### config.mk
export PLATFORM = sky130hd
export DESIGN_NAME = scc_top
export DESIGN_NICKNAME = d
export VERILOG_FILES = /design/src/include/scc_pkg.sv /design/src/design/scc_top.sv /design/src/design/scc_sync.sv
export SDC_FILE = /design/constraint.sdc
export NUM_CORES = 1
export LEC_CHECK = 0
export BUFFER_PORTS_ARGS = -buffer_cell sky130_fd_sc_hd__buf_4
export CAP_MARGIN = 20
export CORE_MARGIN = 1.5
export CORE_UTILIZATION = 52
export CTS_CLUSTER_DIAMETER = 100
export DETAILED_ROUTE_END_ITERATION = 6
export PLACE_DENSITY = 0.8
export SYNTH_ARGS = -nofsm -noshare
export SYNTH_HDL_FRONTEND = slang
export SYNTH_SLANG_ARGS = --single-unit
### constraint.sdc
create_clock -name pclk -period 2.1 [get_ports pclk]
set_input_delay 0.105 -clock pclk [delete_from_list [all_inputs] [get_ports pclk]]
set_output_delay 0.105 -clock pclk [all_outputs]
set_load 0.01 [all_outputs]
### src/include/scc_pkg.sv
/*
 * Constants, register map and carrier types for the simultaneous
 * conversion controller.
 * Assumes a single 10 MHz APB clock domain shared by all users.
 */
package scc_pkg;

    // Clock and conversion timing
    localparam int unsigned CLK_PERIOD_NS = 100;
    localparam int unsigned TCONV_NS      = 3000;
    // Longest time: round down, never below one cycle
    localparam int unsigned TCONV_RAW     = TCONV_NS / CLK_PERIOD_NS;
    localparam int unsigned TCONV_CYC     = (TCONV_RAW < 1) ? 1 : TCONV_RAW;

    // Structure sizes
    localparam int NPAIR  = 3;
    localparam int NCHAN  = 6;
    localparam int RES_W  = 16;
    localparam int APB_AW = 12;
    localparam int APB_DW = 32;

    // Register byte addresses
    localparam logic [APB_AW-1:0] CTRL_ADDR   = 12'h000;
    localparam logic [APB_AW-1:0] STATUS_ADDR = 12'h004;
    localparam logic [APB_AW-1:0] RESULT_BASE = 12'h008;
    localparam logic [APB_AW-1:0] RESULT_LAST = 12'h01C;

    // Control register fields
    localparam int CTRL_MODE_BIT = 0;
    localparam int CTRL_PAIR_LSB = 1;
    localparam int CTRL_SPAN_BIT = 4;
    localparam int CTRL_SRST_BIT = 8;

    // Status register fields
    localparam int STAT_BUSY_BIT  = 0;
    localparam int STAT_HOLD_LSB  = 1;
    localparam int STAT_SPAN_BIT  = 4;
    localparam int STAT_FRESH_LSB = 8;

    // Span codes: 1 is +/-2 x ref, 0 is +/-4 x ref
    localparam logic SPAN_NARROW = 1'b1;
    localparam logic SPAN_WIDE   = 1'b0;

    typedef struct packed {
        logic             span_sw;
        logic [NPAIR-1:0] pair_sel;
        logic             mode_sw;
    } scc_cfg_t;

    localparam scc_cfg_t CFG_RST = '{span_sw: 1'b0, pair_sel: 3'h0, mode_sw: 1'b0};

    // Control toward the sampling stages
    typedef struct packed {
        logic             span;
        logic             busy;
        logic [NPAIR-1:0] hold;
    } scc_ctrl_t;

    // Raw results from the six converter cores
    typedef struct packed {
        logic [NCHAN-1:0][RES_W-1:0] ch;
    } scc_results_t;

    typedef enum logic {
        SCC_IDLE = 1'b0,
        SCC_CONV = 1'b1
    } scc_state_t;

endpackage

### src/design/scc_top.sv
/*
 * Conversion start/end sequencing for a six-channel simultaneous
 * sampling converter, with an APB register slave.
 * Assumes start and span pins are asynchronous, converter results
 * arrive on pclk and are stable when the conversion time expires.
 */
// Functional notes
// RULE_01 - Start A drives channels one and two, B three and four, C five and six, each pair together.
// RULE_02 - Each pair has its own start, so any mix of pairs, or all three tied, may be triggered.
// RULE_03 - A rising start edge puts that pair into hold and begins its conversion.
// RULE_04 - After a start edge busy goes high while the conversion runs.
// RULE_05 - The conversion is timed internally and lasts the conversion time from the start edge.
// RULE_06 - Busy drops once the conversion has finished.
// RULE_07 - The falling edge of busy returns the pairs to track, starting acquisition.
// RULE_08 - Span is taken from the pin or the span bits; 1 gives +/-2 x ref, 0 gives +/-4 x ref.
// RULE_09 - Results land in output registers readable by the controller.
// RULE_10 - The span pin is sampled at the falling edge of busy for the following conversion.
// RULE_11 - The controller reads results only after busy has gone low.
// RULE_12 - Reset aborts any conversion and clears the configuration register to zero.
// RULE_13 - Start edges seen while busy are ignored.
`timescale 1ns/1ps
module scc_top #(
    parameter int unsigned CONV_CYC = scc_pkg::TCONV_CYC
) (
    input  wire logic                       pclk,
    input  wire logic                       presetn,
    input  wire logic                       psel,
    input  wire logic                       penable,
    input  wire logic                       pwrite,
    input  wire logic [scc_pkg::APB_AW-1:0] paddr,
    input  wire logic [scc_pkg::APB_DW-1:0] pwdata,
    output logic      [scc_pkg::APB_DW-1:0] prdata,
    output logic                            pready,
    output logic                            pslverr,
    input  wire logic                       pair_a_start,
    input  wire logic                       pair_b_start,
    input  wire logic                       pair_c_start,
    input  wire logic                       span_select_bit,
    input  wire scc_pkg::scc_results_t      conv_result,
    output scc_pkg::scc_ctrl_t              conv_ctrl
);
    localparam int CW = $clog2(CONV_CYC + 1);
    localparam logic [CW-1:0] CNT_LAST = CW'(CONV_CYC - 1);
    localparam int CONV_DLY = CONV_CYC;

    logic [3:0]                 sync_lvl;
    logic [3:0]                 sync_rise;
    scc_pkg::scc_state_t        state_r;
    scc_pkg::scc_ctrl_t         ctrl_r;
    scc_pkg::scc_cfg_t          cfg_r;
    logic [CW-1:0]              cnt_r;
    logic [scc_pkg::NPAIR-1:0]  fresh_r;
    logic [scc_pkg::RES_W-1:0]  res_r [scc_pkg::NCHAN];
    logic [scc_pkg::APB_DW-1:0] prdata_r;
    logic                       pready_r;
    logic                       pslverr_r;
    logic                       setup_ok;
    logic                       wr_commit;
    logic                       rd_commit;
    logic                       is_ctrl;
    logic                       is_stat;
    logic                       is_res;
    logic [2:0]                 res_sel;
    logic [scc_pkg::APB_AW-1:0] res_off;
    logic                       abort;
    logic [scc_pkg::NPAIR-1:0]  go;
    logic                       start_ok;
    logic                       finish;
    logic [scc_pkg::APB_DW-1:0] rd_val;

    // Pins cross into pclk here
    scc_sync #(
        .W (4)
    ) u_sync (
        .pclk     (pclk),
        .presetn  (presetn),
        .async_in ({span_select_bit, pair_c_start, pair_b_start, pair_a_start}),
        .sync_out (sync_lvl),
        .rise_out (sync_rise)
    );

    // APB phases: one wait state, commit when pready is seen
    assign setup_ok  = psel & penable & ~pready_r;
    assign wr_commit = psel & penable & pready_r & pwrite;
    assign rd_commit = psel & penable & pready_r & ~pwrite;

    // Address decode
    always_comb begin
        res_off = paddr - scc_pkg::RESULT_BASE;
        is_ctrl = (paddr == scc_pkg::CTRL_ADDR);
        is_stat = (paddr == scc_pkg::STATUS_ADDR);
        is_res  = (paddr >= scc_pkg::RESULT_BASE) && (paddr <= scc_pkg::RESULT_LAST)
                  && (paddr[1:0] == 2'b00);
        res_sel = res_off[4:2];
    end

    // Soft reset bit, self clearing
    assign abort = wr_commit & is_ctrl & pwdata[scc_pkg::CTRL_SRST_BIT]; // RULE_12

    // Pair selection: pins directly, or the software mask on any edge
    always_comb begin
        if (cfg_r.mode_sw) begin
            go = (|sync_rise[2:0]) ? cfg_r.pair_sel : '0; // RULE_02
        end else begin
            go = sync_rise[2:0]; // RULE_01
        end
    end

    // Edges during busy fall through: only idle accepts
    assign start_ok = (state_r == scc_pkg::SCC_IDLE) && (|go) && !abort; // RULE_13
    assign finish   = (state_r == scc_pkg::SCC_CONV) && (cnt_r == '0);

    // Conversion sequencer
    always_ff @(posedge pclk or negedge presetn) begin
        if (!presetn) begin
            state_r     <= scc_pkg::SCC_IDLE;
            ctrl_r.busy <= 1'b0;
            ctrl_r.hold <= '0;
            cnt_r       <= '0;
        end else if (abort) begin
            state_r     <= scc_pkg::SCC_IDLE; // RULE_12
            ctrl_r.busy <= 1'b0;
            ctrl_r.hold <= '0;
            cnt_r       <= '0;
        end else begin
            unique case (state_r)
                scc_pkg::SCC_IDLE: begin
                    if (start_ok) begin
                        state_r     <= scc_pkg::SCC_CONV;
                        ctrl_r.busy <= 1'b1; // RULE_04
                        ctrl_r.hold <= go; // RULE_03
                        cnt_r       <= CNT_LAST; // RULE_05
                    end
                end
                scc_pkg::SCC_CONV: begin
                    if (finish) begin
                        state_r     <= scc_pkg::SCC_IDLE;
                        ctrl_r.busy <= 1'b0; // RULE_06
                        ctrl_r.hold <= '0; // RULE_07
                    end else begin
                        cnt_r <= cnt_r - 1'b1; // RULE_05
                    end
                end
            endcase
        end
    end

    // Span latched only as busy falls, so a change mid-conversion waits
    always_ff @(posedge pclk or negedge presetn) begin
        if (!presetn) begin
            ctrl_r.span <= scc_pkg::SPAN_WIDE;
        end else if (finish && !abort) begin
            ctrl_r.span <= cfg_r.mode_sw ? cfg_r.span_sw : sync_lvl[3]; // RULE_10 RULE_08
        end
    end

    // Configuration register
    always_ff @(posedge pclk or negedge presetn) begin
        if (!presetn) begin
            cfg_r <= scc_pkg::CFG_RST;
        end else if (abort) begin
            cfg_r <= scc_pkg::CFG_RST; // RULE_12
        end else if (wr_commit && is_ctrl) begin
            cfg_r.mode_sw  <= pwdata[scc_pkg::CTRL_MODE_BIT];
            cfg_r.pair_sel <= pwdata[scc_pkg::CTRL_PAIR_LSB +: scc_pkg::NPAIR];
            cfg_r.span_sw  <= pwdata[scc_pkg::CTRL_SPAN_BIT];
        end
    end

    // Result capture per channel, fresh flag per pair
    generate
        for (genvar c = 0; c < scc_pkg::NCHAN; c++) begin : g_ch
            always_ff @(posedge pclk or negedge presetn) begin
                if (!presetn) begin
                    res_r[c] <= '0;
                end else if (finish && !abort && ctrl_r.hold[c/2]) begin
                    res_r[c] <= conv_result.ch[c]; // RULE_09
                end
            end
        end
        for (genvar p = 0; p < scc_pkg::NPAIR; p++) begin : g_pair
            // Set wins over the read that clears it
            always_ff @(posedge pclk or negedge presetn) begin
                if (!presetn) begin
                    fresh_r[p] <= 1'b0;
                end else if (finish && !abort && ctrl_r.hold[p]) begin
                    fresh_r[p] <= 1'b1; // RULE_11
                end else if (rd_commit && is_res && res_sel == 3'(2 * p + 1)) begin
                    fresh_r[p] <= 1'b0;
                end
            end
        end
    endgenerate

    // Read mux; unmapped offsets read zero
    always_comb begin
        rd_val = '0;
        if (is_ctrl) begin
            rd_val[scc_pkg::CTRL_MODE_BIT]                     = cfg_r.mode_sw;
            rd_val[scc_pkg::CTRL_PAIR_LSB +: scc_pkg::NPAIR]   = cfg_r.pair_sel;
            rd_val[scc_pkg::CTRL_SPAN_BIT]                     = cfg_r.span_sw;
        end else if (is_stat) begin
            rd_val[scc_pkg::STAT_BUSY_BIT]                     = ctrl_r.busy;
            rd_val[scc_pkg::STAT_HOLD_LSB +: scc_pkg::NPAIR]   = ctrl_r.hold;
            rd_val[scc_pkg::STAT_SPAN_BIT]                     = ctrl_r.span;
            rd_val[scc_pkg::STAT_FRESH_LSB +: scc_pkg::NPAIR]  = fresh_r;
        end else if (is_res) begin
            rd_val[scc_pkg::RES_W-1:0] = res_r[res_sel];
        end
    end

    // Registered APB answer, held through the access cycle
    always_ff @(posedge pclk or negedge presetn) begin
        if (!presetn) begin
            pready_r  <= 1'b0;
            pslverr_r <= 1'b0;
            prdata_r  <= '0;
        end else begin
            pready_r  <= setup_ok;
            pslverr_r <= setup_ok & ~(is_ctrl | is_stat | is_res);
            if (setup_ok && !pwrite) begin
                prdata_r <= rd_val;
            end
        end
    end

    assign prdata    = prdata_r;
    assign pready    = pready_r;
    assign pslverr   = pslverr_r;
    assign conv_ctrl = ctrl_r;

    property p_pair_map;
        @(posedge pclk) disable iff (!presetn)
        (start_ok && !cfg_r.mode_sw && sync_rise[0]) |=> conv_ctrl.hold[0];
    endproperty
    a_pair_map: assert property (p_pair_map) else $error("pair A start missed"); // RULE_01

    property p_sw_pairs;
        @(posedge pclk) disable iff (!presetn)
        (start_ok && cfg_r.mode_sw) |=> (conv_ctrl.hold == $past(cfg_r.pair_sel));
    endproperty
    a_sw_pairs: assert property (p_sw_pairs) else $error("software pair mask not held"); // RULE_02

    property p_hold_start;
        @(posedge pclk) disable iff (!presetn)
        (state_r == scc_pkg::SCC_IDLE && !abort && !cfg_r.mode_sw && |sync_rise[2:0])
            |=> (conv_ctrl.hold == $past(sync_rise[2:0]));
    endproperty
    a_hold_start: assert property (p_hold_start) else $error("hold not set on start"); // RULE_03

    property p_busy_rise;
        @(posedge pclk) disable iff (!presetn)
        start_ok |=> conv_ctrl.busy;
    endproperty
    a_busy_rise: assert property (p_busy_rise) else $error("busy not raised"); // RULE_04

    property p_conv_time;
        @(posedge pclk) disable iff (!presetn || abort)
        $rose(conv_ctrl.busy) |-> ##(CONV_DLY - 1) conv_ctrl.busy ##1 !conv_ctrl.busy;
    endproperty
    a_conv_time: assert property (p_conv_time) else $error("conversion length wrong"); // RULE_05

    property p_busy_end;
        @(posedge pclk) disable iff (!presetn)
        (finish && !abort) |=> (!conv_ctrl.busy && state_r == scc_pkg::SCC_IDLE);
    endproperty
    a_busy_end: assert property (p_busy_end) else $error("busy did not drop"); // RULE_06

    property p_track;
        @(posedge pclk) disable iff (!presetn)
        $fell(conv_ctrl.busy) |-> (conv_ctrl.hold == '0);
    endproperty
    a_track: assert property (p_track) else $error("hold kept after busy fell"); // RULE_07

    property p_span_latch;
        @(posedge pclk) disable iff (!presetn)
        (finish && !abort && !cfg_r.mode_sw) |=> (conv_ctrl.span == $past(sync_lvl[3]));
    endproperty
    a_span_latch: assert property (p_span_latch) else $error("span not latched"); // RULE_10

    property p_result;
        @(posedge pclk) disable iff (!presetn)
        (finish && !abort && ctrl_r.hold[0]) |=> (res_r[0] == $past(conv_result.ch[0]));
    endproperty
    a_result: assert property (p_result) else $error("result not captured"); // RULE_09

    property p_abort;
        @(posedge pclk) disable iff (!presetn)
        abort |=> (!conv_ctrl.busy && conv_ctrl.hold == '0 && cfg_r == scc_pkg::CFG_RST);
    endproperty
    a_abort: assert property (p_abort) else $error("soft reset did not abort"); // RULE_12

    property p_ignore;
        @(posedge pclk) disable iff (!presetn)
        (state_r == scc_pkg::SCC_CONV && !finish && !abort) |=> $stable(conv_ctrl.hold);
    endproperty
    a_ignore: assert property (p_ignore) else $error("start accepted while busy"); // RULE_13
endmodule

### src/design/scc_sync.sv
/*
 * Two-flop synchroniser with rising-edge detect, one per bit.
 * Assumes inputs are asynchronous levels that idle low.
 */
`timescale 1ns/1ps
module scc_sync #(
    parameter int W = 4
) (
    input  wire logic         pclk,
    input  wire logic         presetn,
    input  wire logic [W-1:0] async_in,
    output logic      [W-1:0] sync_out,
    output logic      [W-1:0] rise_out
);
    logic [W-1:0] meta_r;
    logic [W-1:0] sync_r;
    logic [W-1:0] prev_r;

    // First stage feeds only the second stage
    always_ff @(posedge pclk or negedge presetn) begin
        if (!presetn) begin
            meta_r <= '0;
            sync_r <= '0;
            prev_r <= '0;
        end else begin
            meta_r <= async_in;
            sync_r <= meta_r;
            prev_r <= sync_r;
        end
    end

    // Edge taken between the settled stages
    assign sync_out = sync_r;
    assign rise_out = sync_r & ~prev_r;
endmodule

==> qor.csv <==
metric,value,unit
vias after detailed routing,5279,
Area Growth Syn to Fin,44.7,%
Rows,41,
DR WL/cell,19.7,um
clock root cell,clkbuf_16,
sequential power share,43.9,%
number of flops mapped to enable cells by yosys,0,
placed insts,823,
fin nets,924,
Synth cell types,48,
worst hold slack,0.0458,ns
Die X,116,um
# clock sinks,144,
flip-flop and latch count after synthesis,144,
Iteration-0 DRC Markers,341,
worst setup path class,register to register,
GRT overflow,0,
crit path DAT,2.27,ns
register area share after synthesis,54.3,%
total CTS buffers,17,
Sw Pwr,2.64,mW
Worst-path clk slew,0.06,ns
via/cell ratio,5.50,
Internal,6.74,mW
fill count,776,
ys flop type,dfrtp_1,
endpoint kind of the worst setup timing path,register,
switching portion of total power,28.1,%
Ys Warns,0,
pin count of the biggest net entering global routing,76,
Period minus WS final,1.97,ns
final worst setup slack,0.131,ns
post-route cell area,9610,um2
"commonest cells after routing, fill and taps aside","buf_4 (159), dfrtp_1 (144), dlygate4sd3_1 (103)",
Worst Setup Start Kind,register,
synthesized instance count,516,
HPWL after detailed placement,11900,um
Max-cap violations,0,
Hold Crit Class,input port to register,
RSZ-0062 raised after global routing,false,
Antenna Nets Post-Route,0,
fin cells,960,
setup tns final,0,ns
Clock Skews,0.0119,ns
Max transition margin,54.2,%
Comb power frac,23.5,%
ratio of cells with drive above 1 in the final layout,34.5,%
setup violators final,0,
initial antenna violation count,2,
Worst-Margin Slew,0.687,ns
"Max FO, Critical Path",33,
count of final hold-check violations,0,
Post-synth ARST share,100,%
fin crit share,93.8,%
pre-CTS setup slack,0.00125,ns
full die area,13500,um2
CP Data Required Time,2.40,ns
Die Y,116,um
status,completed,
PortBufs,145,
Detailed Route WL,18900,um
P_leak,4.60,nW
power density cells,976,nW/um2
TritonRoute pass-1 iters,5,
Post-Synthesis Cell Area,6640,um2
Placer Congestion,0.887,
first-pass GRT wire length,29000,um
placed cell area,7970,um2
Worst IR Drop VDD,0.579,mV
Global Route Usage Sum,29.3,%
clock buffer depth,2,
Initial Utilization,53.0,%
vias in the first global route,5613,
count of pins over their slew limit,0,
post-synthesis average cell area,12.9,um2
CTS HTree Levels,4,
drt drc,0,
maximum clock frequency,508,MHz
I/O Pins,188,
Worst-Skew Late Latency,0.43,ns
total core area,12500,um2
TritonCTS clock tree,built,
clock share of power,32.7,%
"commonest non-fill, non-tap cell in the layout",buf_4,
## critical path, cell delays in order, from the launching register on
cell and delay, ns:
dfrtp_1 0.40, inv_1 0.12, ha_1 0.16, nand4bb_1 0.16, nor2_1 0.15, buf_4 0.18
o211ai_4 0.09, buf_12 0.19, mux2_1 0.37
## logic make-up after synthesis
logic type | Yosys count | share of synthesized area [%]
muxes | 144 | 25.0
xor gates and xnor gates | 3 | 0.396
AOI/OAI and AO/OA | 77 | 7.50
adders and majority gates | 2 | 0.377
DFF | 144 | 54.3
and+or+nand+nor | 92 | 7.86
other | 1 | 0.0565
buffers and inverters | 53 | 4.58
## power by group through the flow
stage          clock [mW]  combinational (mW)  sequential, mW
6_report             3.06                2.20            4.11
5_1_grt              3.21                2.37            4.18
4_1_cts              3.08                2.17            4.06
3_5_place_dp            0                1.99            4.10
3_3_place_gp            0                1.86            4.03
2_1_floorplan           0                1.29            3.95
## Yosys cell counts (2+ instances only)
master / number / area (um2)
dfrtp_1: 144 / 3600
mux2_2: 56 / 631
mux2_1: 47 / 529
mux2i_1: 34 / 340
nor2_1: 28 / 105
o21ai_0: 27 / 135
buf_4: 26 / 195
nand2_1: 20 / 75.1
clkbuf_1: 13 / 48.8
a211oi_1: 11 / 82.6
o22ai_1: 10 / 62.6
a21oi_1: 9 / 45.0
inv_1: 8 / 30.0
nor3_1: 8 / 40.0
mux4_2: 7 / 158
a31oi_1: 6 / 37.5
buf_2: 6 / 30.0
nand2b_1: 6 / 37.5
nor2b_1: 6 / 37.5
a221oi_1: 3 / 26.3
and3_1: 3 / 18.8
nand3_1: 3 / 15.0
o211ai_2: 3 / 37.5
xnor2_1: 3 / 26.3
a21bo_1: 2 / 20.0
ha_1: 2 / 25.0
nor4_2: 2 / 25.0
nor4_4: 2 / 42.5
o32ai_1: 2 / 17.5
## flip-flops by register name (all words and copies together), names as in the netlist
register / flops
cnt_r: 5
state_r: 1
u_sync.sync_out: 4
u_sync.meta_r: 4
pslverr: 1
fresh_r: 3
u_sync.prev_r: 3
cfg_r: 5
pready: 1
conv_ctrl: 5
res_r: 96
prdata: 16
## through the flow
step | power, mW | utilization (%)
final | 9.38 | 76.8
after global routing | 9.76 | 76.8
after CTS | 9.30 | 76.7
after detailed placement | 6.09 | 63.7
after global placement | 5.89 | 63.7
after floorplan | 5.25 | -
## final cells by class
class	count	area (um2)	share of cell area [%]
flip-flops and latches	144	3600	37.5
multi-input cells	334	2820	29.3
diodes	2	5.00	0.0521
inverters	8	30.0	0.312
well taps	172	215	2.24
clock buffers	24	502	5.22
repair buffers	268	2340	24.3
clock inverters	8	103	1.07
## what timing repair did
action	4_1_cts	5_1_grt
endpoints found under the hold margin	174	0
gates resized for setup	0	1
endpoints found under the setup margin	0	4
hold buffers	103	0
buffers inserted	0	0
## path summary, 6_finish.rpt
path                                  startpoint                 end  slack (ns)  cells past startpoint
worst max-delay path                    cnt_r[0]           res_r[65]        0.13                      8
worst min-delay path                   pwdata[0]            cfg_r[0]        0.05                      3
worst max register to register          cnt_r[0]           res_r[65]        0.13                      8
worst min register to register  u_sync.meta_r[3]  u_sync.sync_out[3]        0.35                      0
max in group asynchronous                presetn           res_r[57]        1.05                      3
min in group asynchronous                presetn          prdata[13]        0.30                      2
## layer usage
metal,vias to the layer above,part of all wire [%],GRT usage [%]
li1,2361,-,-
met1,2640,38,33.7
met2,225,53,52.1
met3,53,5.2,5.28
met4,0,4.2,15.5
met5,-,0,0
Power figures use the tool's default switching activity.
